==> src/hdl/seq_pkg.sv <==
// Purpose: Shared constants and types for the measurement sequencer
// Assumes: 200 MHz system clock, one clock domain
// Notes:   Time figures are kept in their own units; cycles derive from them
`default_nettype none

package seq_pkg;

  // Clock period in picoseconds (200 MHz)
  localparam int CLK_PERIOD_PS = 5000;

  // Standby wake-up time, least time, rounded up to whole cycles
  localparam int STANDBY_WAKE_NS = 4000;
  localparam int WAKE_CYCLES =
    (STANDBY_WAKE_NS * 1000 + CLK_PERIOD_PS - 1) / CLK_PERIOD_PS;

  // Power-up startup time (1.2 ms typical), rounded down
  localparam int POWER_UP_START_US = 1200;
  localparam int POWER_UP_CYCLES =
    (POWER_UP_START_US * 1000000) / CLK_PERIOD_PS;

  // Clock counts per internally timed conversion window
  localparam int WINDOW_CLOCKS = 1024;
  // Cycles per pause step (one pause unit)
  localparam int PAUSE_TICK_CYCLES = 200;

  localparam int RESULT_W = 24;
  localparam int NUM_CH = 3;

  // Operational state field codes
  localparam logic [2:0] CONFIG_STATE = 3'h2;
  localparam logic [2:0] MEAS_STATE = 3'h3;
  // Operation state register layout
  localparam int OPSTATE_SS_BIT = 7;
  localparam int OPSTATE_PD_BIT = 6;
  localparam logic [2:0] OPSTATE_RSVD = 3'h0;

  typedef enum logic [1:0] {
    single_shot_mode = 2'h0,
    free_running_mode = 2'h1,
    trigger_start_mode = 2'h2,
    trigger_window_mode = 2'h3
  } mode_t;

  typedef enum logic [7:0] {
    st_idle = 8'h01,
    st_pdown = 8'h02,
    st_stby = 8'h04,
    st_startup = 8'h08,
    st_wake = 8'h10,
    st_conv = 8'h20,
    st_pause = 8'h40,
    st_spare = 8'h80
  } seq_state_t;

  typedef struct packed {
    mode_t mode;
    logic power_down_bit;
    logic standby_enable;
    logic window_timing_enable;
    logic [2:0] operational_state_field;
    logic [7:0] pause_interval;
    logic [7:0] window_pulse_count;
  } cfg_t;

  typedef struct packed {
    logic in_power_down;
    logic in_standby;
    logic ready;
    logic result_valid;
  } status_t;

endpackage : seq_pkg

`default_nettype wire

==> src/hdl/chan_accum.sv <==
// Purpose: Pulse-density accumulator for one converter channel
// Assumes: pulse input already synchronised to clk_sys
// Notes:   Saturates instead of wrapping, so an overrange reads full scale
`default_nettype none

module chan_accum #(
  parameter int W = 24
) (
  input wire logic clk_sys,
  input wire logic rstn,
  input wire logic clear,
  input wire logic count_en,
  input wire logic pulse,
  output logic [W-1:0] count
);

  typedef struct packed {
    logic [W-1:0] count;
  } acc_t;

  acc_t r;
  acc_t next_r;

  // Clear wins over counting so each window starts from zero
  always_comb begin
    next_r = r;
    if (clear) begin
      next_r.count = '0;
    end else if (count_en && pulse && r.count != {W{1'b1}}) begin
      next_r.count = r.count + {{(W-1){1'b0}}, 1'b1};
    end
  end

  always_ff @(posedge clk_sys) begin
    if (!rstn) begin
      r <= '0;
    end else begin
      r <= next_r;
    end
  end

  assign count = r.count;

endmodule : chan_accum

`default_nettype wire

==> src/hdl/measurement_sequencer.sv <==
// Purpose: Conversion sequencing and energy-saving state control
// Assumes: cfg and start/stop strobes come from logic on clk_sys;
//          trigger pin and converter pulse streams are asynchronous
// Notes:   Function
`default_nettype none

module measurement_sequencer
  import seq_pkg::*;
#(
  parameter int PU_CYCLES = POWER_UP_CYCLES,
  parameter int CONV_CLOCKS = WINDOW_CLOCKS,
  parameter int PAUSE_TICK = PAUSE_TICK_CYCLES
) (
  input wire logic clk_sys,
  input wire logic rstn,
  input wire cfg_t cfg,
  input wire logic start_req,
  input wire logic stop_req,
  input wire logic external_trigger_pin,
  input wire logic [NUM_CH-1:0] pdm_in,
  output logic start_stop,
  output logic [7:0] operation_state_reg,
  output status_t status,
  output logic [NUM_CH-1:0][RESULT_W-1:0] channel_result,
  output logic [RESULT_W-1:0] measured_window_clocks
);

  typedef struct packed {
    seq_state_t st;
    logic start_stop;
    logic go;
    logic [RESULT_W-1:0] cnt;
    logic [RESULT_W-1:0] win;
    logic [7:0] edges;
    logic [7:0] pause;
    logic [15:0] div;
    logic [2:0] trig;
    logic [1:0][NUM_CH-1:0] pdm_sync;
    status_t stat;
    logic [NUM_CH-1:0][RESULT_W-1:0] result;
    logic [RESULT_W-1:0] meas_clocks;
    logic [7:0] opstate;
  } seq_t;

  seq_t r;
  seq_t next_r;
  logic [NUM_CH-1:0][RESULT_W-1:0] acc_count;
  logic acc_clear;
  logic acc_en;

  // Helper terms
  logic run;
  logic trig_fall;
  logic tick;
  logic start_ok;
  logic internal_timed;
  logic active;
  logic [7:0] edge_limit;
  seq_state_t rest;

  always_comb begin
    run = (cfg.operational_state_field == MEAS_STATE) && r.start_stop;
    trig_fall = r.trig[2] && !r.trig[1];
    tick = (r.div == 16'(PAUSE_TICK - 1));
    internal_timed = (cfg.mode != trigger_window_mode);
    // Trigger modes need a falling edge, others start on the bit alone
    start_ok = (cfg.mode == single_shot_mode) ||
               (cfg.mode == free_running_mode) || trig_fall;
    edge_limit = (cfg.window_pulse_count == 8'h00) ? 8'h01 :
                 cfg.window_pulse_count;
    rest = cfg.power_down_bit ? st_pdown :
           (cfg.standby_enable ? st_stby : st_idle);
    active = (r.st == st_wake) || (r.st == st_conv) ||
             (r.st == st_pause) || (r.st == st_startup && r.go);
  end

  // Sequencer next state
  always_comb begin
    next_r = r;
    next_r.stat.result_valid = 1'b0;
    // Pin first stage feeds only the second stage
    next_r.trig = {r.trig[1], r.trig[0], external_trigger_pin};
    next_r.pdm_sync = {r.pdm_sync[0], pdm_in};
    next_r.div = tick ? 16'h0000 : r.div + 16'h0001;
    if (stop_req) begin
      next_r.start_stop = 1'b0;
    end
    if (start_req) begin
      next_r.start_stop = 1'b1;
    end

    if (!run && active) begin
      // Abort: nothing is latched; startup itself still completes
      if (r.st == st_startup) begin
        next_r.go = 1'b0;
      end else begin
        next_r.st = rest;
      end
    end else begin
      unique case (r.st)
        st_idle, st_stby: begin
          if (run && start_ok) begin
            // Standby exit always pays the wake-up time
            next_r.st = (r.st == st_stby) ? st_wake : st_conv;
            next_r.cnt = '0;
          end else if (!(run && cfg.mode == single_shot_mode)) begin
            next_r.st = rest;
            next_r.go = 1'b0;
            next_r.cnt = '0;
          end
        end
        st_pdown: begin
          if (run && start_ok) begin
            next_r.st = st_startup;
            next_r.go = 1'b1;
            next_r.cnt = '0;
          end else if (!cfg.power_down_bit) begin
            next_r.st = st_startup;
            next_r.go = 1'b0;
            next_r.cnt = '0;
          end
        end
        st_startup: begin
          next_r.cnt = r.cnt + 24'h000001;
          if (r.cnt == 24'(PU_CYCLES - 1)) begin
            next_r.cnt = '0;
            next_r.go = 1'b0;
            if (r.go) begin
              // With standby enabled, wake-up follows startup; otherwise conversion starts directly
              next_r.st = cfg.standby_enable ? st_wake : st_conv;
            end else begin
              next_r.st = cfg.standby_enable ? st_stby : st_idle;
            end
          end
        end
        st_wake: begin
          next_r.cnt = r.cnt + 24'h000001;
          if (r.cnt == 24'(WAKE_CYCLES - 1)) begin
            next_r.st = st_conv;
          end
        end
        st_conv: begin
          next_r.cnt = r.cnt + 24'h000001;
          next_r.win = r.win + 24'h000001;
          if (trig_fall) begin
            next_r.edges = r.edges + 8'h01;
          end
          if ((internal_timed &&
               r.cnt == 24'(CONV_CLOCKS - 1)) ||
              (!internal_timed && trig_fall &&
               r.edges + 8'h01 >= edge_limit)) begin
            next_r.result = acc_count;
            if (cfg.window_timing_enable) begin
              next_r.meas_clocks = r.win + 24'h000001;
            end
            next_r.stat.result_valid = 1'b1;
            if (cfg.mode == single_shot_mode) begin
              // Set by software in the same cycle still wins
              next_r.start_stop = start_req;
              next_r.st = rest;
            end else begin
              next_r.st = st_pause;
              next_r.pause = cfg.pause_interval;
            end
          end
        end
        st_pause: begin
          // Edges are not looked at here, so they are dropped
          if (tick) begin
            if (r.pause == 8'h00) begin
              if (cfg.mode == free_running_mode) begin
                next_r.st = cfg.standby_enable ? st_wake : st_conv;
                next_r.cnt = '0;
              end else begin
                next_r.st = rest;
              end
            end else begin
              next_r.pause = r.pause - 8'h01;
            end
          end
        end
        default: begin
          next_r.st = st_pdown;
        end
      endcase
    end

    // Fresh window: counters restart on entry
    if (next_r.st == st_conv && r.st != st_conv) begin
      next_r.cnt = '0;
      next_r.win = '0;
      next_r.edges = 8'h00;
    end
    next_r.stat.ready = (next_r.st == st_conv);
    next_r.stat.in_power_down = (next_r.st == st_pdown);
    next_r.stat.in_standby = (next_r.st == st_stby) ||
      (next_r.st == st_pause && cfg.standby_enable);
    next_r.opstate = {next_r.start_stop, cfg.power_down_bit, OPSTATE_RSVD,
                      cfg.operational_state_field};
  end

  // Power-on state is power down with conversion stopped
  always_ff @(posedge clk_sys) begin
    if (!rstn) begin
      r <= '0;
      r.st <= st_pdown;
      r.stat.in_power_down <= 1'b1;
    end else begin
      r <= next_r;
    end
  end

  always_comb begin
    acc_clear = (r.st != st_conv);
    acc_en = (r.st == st_conv);
  end

  // One accumulator per channel
  for (genvar i = 0; i < NUM_CH; i++) begin : g_ch
    chan_accum #(
      .W(RESULT_W)
    ) u_acc (
      .clk_sys(clk_sys),
      .rstn(rstn),
      .clear(acc_clear),
      .count_en(acc_en),
      .pulse(r.pdm_sync[1][i]),
      .count(acc_count[i])
    );
  end

  assign start_stop = r.start_stop;
  assign operation_state_reg = r.opstate;
  assign status = r.stat;
  assign channel_result = r.result;
  assign measured_window_clocks = r.meas_clocks;
endmodule : measurement_sequencer

`default_nettype wire

==> config.mk <==
export PLATFORM = sky130hd
export DESIGN_NAME = measurement_sequencer
export DESIGN_NICKNAME = d
export VERILOG_FILES = /design/src/hdl/seq_pkg.sv /design/src/hdl/chan_accum.sv /design/src/hdl/measurement_sequencer.sv
export SDC_FILE = /design/constraint.sdc
export NUM_CORES = 1
export LEC_CHECK = 0
export ABC_AREA = 1
export BUFFER_PORTS_ARGS = -buffer_cell sky130_fd_sc_hd__buf_2
export CORE_AREA = 2 2 153 155
export DETAILED_ROUTE_END_ITERATION = 10
export DIE_AREA = 0 0 155 157
export GPL_ROUTABILITY_DRIVEN = 0
export PLACE_DENSITY = 0.85
export SYNTH_ARGS = -nofsm -noshare
export SYNTH_HDL_FRONTEND = slang
export SYNTH_SLANG_ARGS = --single-unit
==> constraint.sdc <==
create_clock -name clk_sys -period 5.9 [get_ports clk_sys]
set_input_delay 0.59 -clock clk_sys [delete_from_list [all_inputs] [get_ports clk_sys]]
set_output_delay 0.59 -clock clk_sys [all_outputs]
set_load 0.01 [all_outputs]
==> results.toml, run 1 <==
[layout]
nFillCells = 1855
largest_register_ffs = 93
regMostFlops = "r"
layout.core_utilization_pct = 69.1
syn_to_final_growth_pct = 7.06
multi_input_area_um2 = 6910
seq_area_um2 = 5510
nets = 2149
layout-drive-gt1-share_pct = 11.3

[worst_setup_path]
cpPeakStageDelay_ps = 680
path_delay_family = "simple AND/OR/NAND/NOR gates"
cp.arrival_ps = 4450
crit_path_end_kind = "flop"
critical_path_buf_inv_count = 3
rrSetupSlack_ps = 1850
cpMostUsedCell = "nand2_1"
cp_max_fo = 73
crit_path_start_kind = "flop"
cp_slowest_cell = "nand2_1"
cp_cell_sequence = "inv_1 > nor3_1 > nand3_1 > nor3_1 > xor2_1 > ha_1 > nand2_1 > nor2_1 > nand2_1 > nand2_1 > nand2_1 > nand2_2 > inv_2 > nor2_4 > buf_4 > nand2_1 > o21ai_0 > a21oi_1"
cp.required_ps = 6310
path_class = "flop to flop"

[cts]
htree_levels = 1
clk_pin_slew_worst_paths_ps = 70
cts_tree = "done"
cts_buffers = 28
holdBufCountCts = 0
ctsResizeCount = 0
cts_root_buf = "clkbuf_16"
cts.sink_count = 275
clockBufferDepth = 3
clock_latency_ps = 540
post_cts_buffers = 0

[floorplanning]
ioPinCount = 141
initial_core_util_pct = 64.6
coreArea_um2 = 22500
dieArea_um2 = 24300
fp.dieW_um = 155
rows = 55
die_y_um = 157

[synth]
synth_most_common_cell = "nand2_1"
synthTopCellsByCount = "387 x nand2_1, 288 x nor2_1, 275 x dfxtp_1"
synth_cell_type_count = 44
netlist.area_leader.share_pct = 37.9
netlist_instances = 2099
async_flop_share_pct = 0
synth_area_leaders = "dfxtp_1 38%, nand2_1 10%, nor2_1 7.4%"
netlist_area_um2 = 14500
yosysWarnings = 0
ys.flop_type = "dfxtp_1"
avgSynthCellArea_um2 = 6.92
yosys.area.top_type = "dfxtp_1"
synth_edf_count = 0
ys_seq_area_share_pct = 37.9
ys_ff_latch = 275

[grt]
grt_max_degree = 78
grt_util_met3_pct = 3.88
use_met2_pct = 47.9
antenna_found_initial = 2
grt_util_met1_pct = 37.3
grt_pass1_vias = 12464
grt_usage_pct = 28.2
grt_pass1_wl_mm = 58.1
busiest_layer = "met2"
grt-ovfl-total = 0

[sta]
finalCritPeriodShare_pct = 68.6
drv_slew = 0
tightest_slew_ps = 1070
fin_skew_ps = 8.98
slew_headroom_pct = 28.7
setup_viol = 0
setup_ws_ps = 1850
final.setup.tns_ps = 0
hold_viol = 0
rsz0062_at_grt = "no"
whs_ps = 235
fmax_mhz = 247
min_period_ps = 4050

[placement]
port-buffer-count = 137
dp_slack_ps = 1900
hpwl_mm = 24.1

[detailed_routing]
via_count = 13469
wirelength_mm = 34.8
ant_nets = 0
wl_per_cell_um = 14.4
drtIter0Drc = 974
drc_errors = 0
routed_via_density = 5.59
first_pass_iters = 6

[min_path]
min-delay-path-class = "input pin to flop"

[power]
power.density_nw_per_um2 = 256
cellLeakagePower_nw = 6.63
irDropWorstVdd_uv = 237

[status]
status = "finished clean"

[job]
drv_cap = 0
## worst reg2reg max path, cell delays in order, from the launching register on
cell     delay [ps]
dfxtp_1         370
inv_1            80
nor3_1          290
nand3_1         160
nor3_1          210
xor2_1          130
ha_1            330
nand2_1          80
nor2_1          120
nand2_1          60
nand2_1          80
nand2_1          70
nand2_2         110
inv_2            70
nor2_4           70
buf_4           580
nand2_1         700
o21ai_0         370
a21oi_1          60
## cell usage in the layout, fill, tap and decap left out, drive strengths merged
cell	Yosys	layout
nand2	396	396
nor2	304	304
dfxtp	275	275
inv	256	257
o21ai	178	178
a21oi	153	153
buf	142	143
nand3	97	97
xor2	78	78
nor3	58	58
nand4	47	47
clkbuf	33	34
ha	17	17
nor4	15	15
nor3b	7	7
bufinv	0	7
xnor2	6	6
mux2i	6	6
clkinv	0	6
or2	4	4
nand3b	4	4
a21boi	4	4
conb	1	4
clkinvlp	0	4
o211ai	3	3
a31oi	3	3
o21bai	3	3
diode	0	2
o31ai	2	2
a211oi	2	2
o21a	2	2
a41o	1	1
a21o	1	1
o32ai	1	1
## area by class of cell
cell class / count / share of cell area [%]
Multi-Input combinational cell: 1396 / 44.4
Sequential cell: 275 / 35.4
Antenna cell: 2 / 0.0322
Inverter: 256 / 6.23
Tap cell: 285 / 2.29
Timing Repair Buffer: 143 / 4.71
Clock buffer: 34 / 5.04
Clock inverter: 18 / 1.84
## where the power goes
group	total, W	switching, W	internal (W)
Clock	0.00201	0.000756	0.00126
Sequential	0.00187	0.00000536	0.00186
Combinational	0.0000924	0.0000656	0.0000268
## stage by stage
| step | instance area (um^2) | std cells | total power (W) |
|---|---|---|---|
| final | 15600 | 2409 | 0.00397 |
| after global routing | 15600 | 2409 | 0.00408 |
| after CTS | 15500 | 2407 | 0.00399 |
| after detailed placement | 14500 | 2355 | 0.00200 |
| after global placement | 14500 | 2355 | 0.00200 |
| after floorplan | 14500 | 2102 | 0.00198 |
## worst paths after layout
kind               start                   endpoint  cells past startpoint
max reg2reg       r[141]  measured_window_clocks[9]                     18
min            pdm_in[0]                next_r[111]                      3
min reg2reg  next_r[111]                     r[111]                      2
max               r[141]  measured_window_clocks[9]                     18
## cell families after synthesis
family	count (synthesis)	synth area share [%]
fa+ha+maj	17	1.46
flops	275	37.9
xor+xnor	84	5.06
buf+inv	431	14.6
simple gates	932	28.0
compound gates	353	12.6
mux	6	0.413
other cells	1	0.0258
## routing by layer
layer | wire length (um) | vias to the layer above
li1 | - | 6623
met1 | 15200 | 6231
met2 | 16300 | 524
met3 | 2330 | 91
met4 | 937 | 0
met5 | 0 | -
(Power assumes the default switching activity.)
==> run 2, diff against run 1 <==
ABC_AREA = 0   (was 1)
CORE_AREA = 2 2 152 154   (was 2 2 153 155)
DIE_AREA = 0 0 154 156   (was 0 0 155 157)
PLACE_DENSITY = 0.79   (was 0.85)
clock period = 3.88 ns   (was 5.9 ns; I/O delays follow)
==> run 2 against run 1 <==
Clock-buffer cell count is 7 higher. Clock power is 35% higher. Worst hold slack worse by 160 ps. Final area is 9.8% lower. Final cell count is 21% lower. Synthesized area is 11% lower. Synthesized cell count is 25% lower. Flip-flop and latch count stayed put. Sequential share of layout area is 3.9 points higher. Non-clock buffer count is 14 higher. First-iteration DRC count is 49% lower. Maximum frequency is 17% higher. Critical endpoint is now channel_result[44].
==> results.toml, run 2 <==
[floorplanning]
coreArea_um2 = 22400
initial_core_util_pct = 57.9
die_y_um = 156
fp.dieW_um = 154
ioPinCount = 141
dieArea_um2 = 24000
rows = 55

[sta]
fin_skew_ps = 12.6
finalCritPeriodShare_pct = 89.0
slew_headroom_pct = 40.4
hold_viol = 0
tightest_slew_ps = 892
final.setup.tns_ps = 0
whs_ps = 73.8
rsz0062_at_grt = "no"
fmax_mhz = 289
min_period_ps = 3460
drv_slew = 0
setup_viol = 0

[grt]
antenna_found_initial = 0
grt_pass1_wl_mm = 45.4
grt_util_met1_pct = 29.0
grt_max_degree = 74
grt_usage_pct = 22.2
busiest_layer = "met2"
grt_util_met3_pct = 2.92
use_met2_pct = 38.0
grt_pass1_vias = 9657
grt-ovfl-total = 0

[synth]
netlist.area_leader.share_pct = 42.5
netlist_instances = 1579
synth_edf_count = 0
netlist_area_um2 = 12900
yosys.area.top_type = "dfxtp_1"
ys_ff_latch = 275
avgSynthCellArea_um2 = 8.20
ys_seq_area_share_pct = 42.5
yosysWarnings = 0
synth_area_leaders = "dfxtp_1 43%, nand2_1 6.6%, buf_4 6.3%"
ys.flop_type = "dfxtp_1"
async_flop_share_pct = 0
synth_most_common_cell = "dfxtp_1"
synth_cell_type_count = 56
synthTopCellsByCount = "275 x dfxtp_1, 229 x nand2_1, 203 x nor2_1"

[layout]
final_area_um2 = 14000
final_cell_mix = "275 x dfxtp_1, 227 x nand2_1, 202 x nor2_1"
final_cells = 1898
nFillCells = 1875
layout.core_utilization_pct = 62.7
syn_to_final_growth_pct = 8.35
layout-drive-gt1-share_pct = 13.9
num_antenna_cells = 0
largest_register_ffs = 93
mostFrequentLayoutCell = "dfxtp_1"
seq_area_um2 = 5510
nets = 1640
regMostFlops = "r"
multi_input_area_um2 = 6260

[cts]
ctsResizeCount = 0
cts_buffers = 28
clock_latency_ps = 530
cts.sink_count = 275
post_cts_buffers = 0
cts_tree = "done"
cts_root_buf = "clkbuf_16"
htree_levels = 1
clockBufferDepth = 3
clk_pin_slew_worst_paths_ps = 60
holdBufCountCts = 0

[worst_setup_path]
cp.required_ps = 4340
crit_path_end_kind = "flop"
path_class = "flop to flop"
cp_cell_sequence = "ha_1 > nand3_1 > nor2_1 > xor2_1 > ha_1 > nand4_1 > o311a_1 > o21a_1 > nor2_4 > buf_4 > nand2_1 > a21oi_1"
cpMostUsedCell = "ha_1"
cp.arrival_ps = 3920
cp_max_fo = 34
cpPeakStageDelay_ps = 690
critical_path_buf_inv_count = 1
crit_path_start_kind = "flop"
cp_slowest_cell = "nor2_4"
path_delay_family = "simple AND/OR/NAND/NOR gates"

[placement]
dp.cells = 1846
place_area_um2 = 13100
hpwl_mm = 19.0
port-buffer-count = 137

[detailed_routing]
wl_per_cell_um = 14.5
routed_via_density = 5.54
ant_nets = 0
wirelength_mm = 27.6
via_count = 10518
drc_errors = 0
drtIter0Drc = 492
first_pass_iters = 5

[power]
cellLeakagePower_nw = 5.11
power.density_nw_per_um2 = 406
irDropWorstVdd_uv = 273

[job]
drv_cap = 0

[min_path]
min-delay-path-class = "input pin to flop"

[status]
status = "finished clean"
## run 2: cell count changes after synthesis, moves of 15 or more
cell | previous run | this run
and2_1 | 0 | 22
nand3_1 | 94 | 64
and3_1 | 0 | 30
nor2_1 | 288 | 203
a211oi_1 | 2 | 25
a21oi_1 | 153 | 110
clkbuf_1 | 33 | 55
o21ai_0 | 167 | 22
xnor2_1 | 6 | 71
inv_1 | 247 | 25
nand2_1 | 387 | 229
nor3_1 | 56 | 30
and4_1 | 0 | 15
or3_1 | 0 | 21
## run 2: cells by family after synthesis
logic type               count (synthesis)  synth area share, %
AND/OR/NAND/NOR                        727                 26.7
flip-flops                             275                 42.5
buffers and inverters                  203                 9.29
AO/OA/AOI/OAI                          199                 9.06
XOR/XNOR                               148                 10.0
adder cells (fa/ha/maj)                 17                 1.64
multiplexers                             9                0.696
other                                    1               0.0290
## run 2: stage by stage
step / total power, W / worst slack (ps)
4_1_cts: 0.00574 / 422
5_1_grt: 0.00588 / 113
6_report: 0.00570 / 425
2_1_floorplan: 0.00300 / 1030
3_3_place_gp: 0.00304 / 360
3_5_place_dp: 0.00304 / 280
## run 2: where the power goes
part           leakage, nW  internal, W  switching [W]
logic                 2.43    0.0000433      0.0000930
registers             2.22      0.00283     0.00000863
clock network        0.460      0.00162        0.00110
total                 5.11      0.00449        0.00120
## run 2: per-layer routing
| layer | vias to the layer above | share of wire [%] |
|---|---|---|
| met3 | 66 | 4.5 |
| met2 | 251 | 47 |
| met4 | 0 | 3.1 |
| met1 | 4923 | 45 |
| li1 | 5278 | - |
| met5 | - | 0 |
## run 2: worst paths after layout
path | from | end | slack (ps) | depth (start not counted)
worst max-delay path | r[141] | channel_result[44] | 420 | 12
worst min-delay path | start_req | start_stop | 70 | 2
worst max register to register | r[141] | channel_result[44] | 420 | 12
worst min register to register | next_r[112] | r[112] | 430 | 1
## run 2: worst register-to-register path, cell delays in order (launching register included)
cell	delay, ps
dfxtp_1	400
ha_1	230
nand3_1	150
nor2_1	210
xor2_1	110
ha_1	300
nand4_1	100
o311a_1	370
o21a_1	240
nor2_4	690
buf_4	360
nand2_1	90
a21oi_1	130
## run 2: final cells by class
type / instances / share of cell area (%)
multi-input cells: 1104 / 44.6
flip-flops and latches: 275 / 39.3
repair buffers: 157 / 6.14
clock buffers: 41 / 5.92
well taps: 285 / 2.54
clock inverters: 11 / 0.830
inverters: 25 / 0.678
==> run 3, diff against run 2 <==
MAX_ROUTING_LAYER = met4   (was unset)
==> run 3 against run 2 <==
Final cell count stayed put. Highest routed layer unchanged. Critical path depth stayed put. Flip-flop and latch count stayed put. Clock-buffer cell count stayed put. Largest cell class unchanged. Global-route usage is 0.70 points higher. Setup slack worse by 6.9 ps. Clock power hardly changed. Final area stayed put. Sequential power hardly changed. Wire length is 0.29% lower. Clock skew is 4.2 ps lower. Via count is 0.11% lower.
==> results.toml, run 3 (synthesis results as in run 2) <==
[cts]
clockBufferDepth = 3
htree_levels = 1
cts_tree = "done"
cts_root_buf = "clkbuf_16"
ctsResizeCount = 0
cts_buffers = 28
clock_latency_ps = 530
post_cts_buffers = 0
clk_pin_slew_worst_paths_ps = 60
holdBufCountCts = 0
cts.sink_count = 275

[sta]
rsz0062_at_grt = "no"
drv_slew = 0
tightest_slew_ps = 890
finalCritPeriodShare_pct = 89.2
final.setup.tns_ps = 0
fmax_mhz = 289
setup_viol = 0
min_period_ps = 3460
slew_headroom_pct = 40.5
fin_skew_ps = 8.40
hold_viol = 0

[grt]
grt_pass1_vias = 9674
antenna_found_initial = 0
grt_usage_pct = 22.9
grt-ovfl-total = 0
grt_pass1_wl_mm = 45.5
grt_max_degree = 74

[floorplanning]
fp.dieW_um = 154
coreArea_um2 = 22400
rows = 55
dieArea_um2 = 24000
ioPinCount = 141
initial_core_util_pct = 57.9
die_y_um = 156

[worst_setup_path]
r2r_cells = 12
cp.arrival_ps = 3920
path_class = "flop to flop"
crit_path_start_kind = "flop"
cp.required_ps = 4330
cp_max_fo = 34
rrSetupSlack_ps = 420
crit_path_end_kind = "flop"

[layout]
nFillCells = 1875
num_antenna_cells = 0
final_cell_mix = "275 x dfxtp_1, 227 x nand2_1, 202 x nor2_1"
syn_to_final_growth_pct = 8.35
final_cells = 1898
layout-drive-gt1-share_pct = 13.9
nets = 1640
mostFrequentLayoutCell = "dfxtp_1"
largest_register_ffs = 93
regMostFlops = "r"

[detailed_routing]
ant_nets = 0
wirelength_mm = 27.5
wl_per_cell_um = 14.5
via_count = 10506
drtIter0Drc = 517
first_pass_iters = 4
routed_via_density = 5.54
drc_errors = 0

[min_path]
min-delay-path-class = "input pin to flop"
hold_path_depth = 2

[placement]
dp.cells = 1846
port-buffer-count = 137
hpwl_mm = 19.0

[power]
power.density_nw_per_um2 = 406
irDropWorstVdd_uv = 272
cellLeakagePower_nw = 5.11

[status]
status = "finished clean"

[job]
drv_cap = 0
==> run 3: cell counts in the layout (fill, tap and decap cells not counted) <==
No cell type changed its count.
==> run 3: where the power goes <==
part           internal, W  switching, W
Clock              0.00162       0.00110
Combinational    0.0000433     0.0000929
Sequential         0.00283    0.00000853
Total              0.00449       0.00120
==> run 3: path summary, 6_finish.rpt <==
path                    start            endpoint
setup / recovery       r[141]  channel_result[44]
hold / removal      start_req          start_stop
setup reg to reg       r[141]  channel_result[44]
hold reg to reg   next_r[112]              r[112]
==> run 3: area by class of cell <==
type                            instances  area (um^2)  share of cell area [%]
Clock inverter                         11          116                   0.830
Multi-Input combinational cell       1104         6260                    44.6
Tap cell                              285          357                    2.54
Clock buffer                           41          831                    5.92
Sequential cell                       275         5510                    39.3
Inverter                               25         95.1                   0.678
Timing Repair Buffer                  157          861                    6.14
==> run 3: through the flow <==
| stage | util, % | hold WS, ps | power [W] | setup slack [ps] | instance area [um^2] |
|---|---|---|---|---|---|
| 4_1_cts | 62.7 | 59.2 | 0.00574 | 422 | 14000 |
| 6_report | 62.7 | 73.9 | 0.00569 | 418 | 14000 |
| 5_1_grt | 62.7 | 74.8 | 0.00588 | 114 | 14000 |
| 3_5_place_dp | 58.5 | 417 | 0.00304 | 280 | 13100 |
| 3_3_place_gp | 58.5 | 419 | 0.00304 | 360 | 13100 |
| 2_1_floorplan | - | 412 | 0.00300 | 1030 | 13000 |
==> run 3: critical path: stages, from the launching register on <==
cell and delay (ps):
dfxtp_1 400, ha_1 230, nand3_1 150, nor2_1 210, xor2_1 110, ha_1 300
nand4_1 100, o311a_1 370, o21a_1 240, nor2_4 690, buf_4 350, nand2_1 80
a21oi_1 130
==> run 3: per-layer routing <==
layer	global-route usage, %	vias to the layer above	routed length [um]
met5	-	-	0
met4	7.65	0	836
met3	2.92	64	1180
met2	38.0	244	12900
met1	29.1	4924	12500
li1	-	5274	-
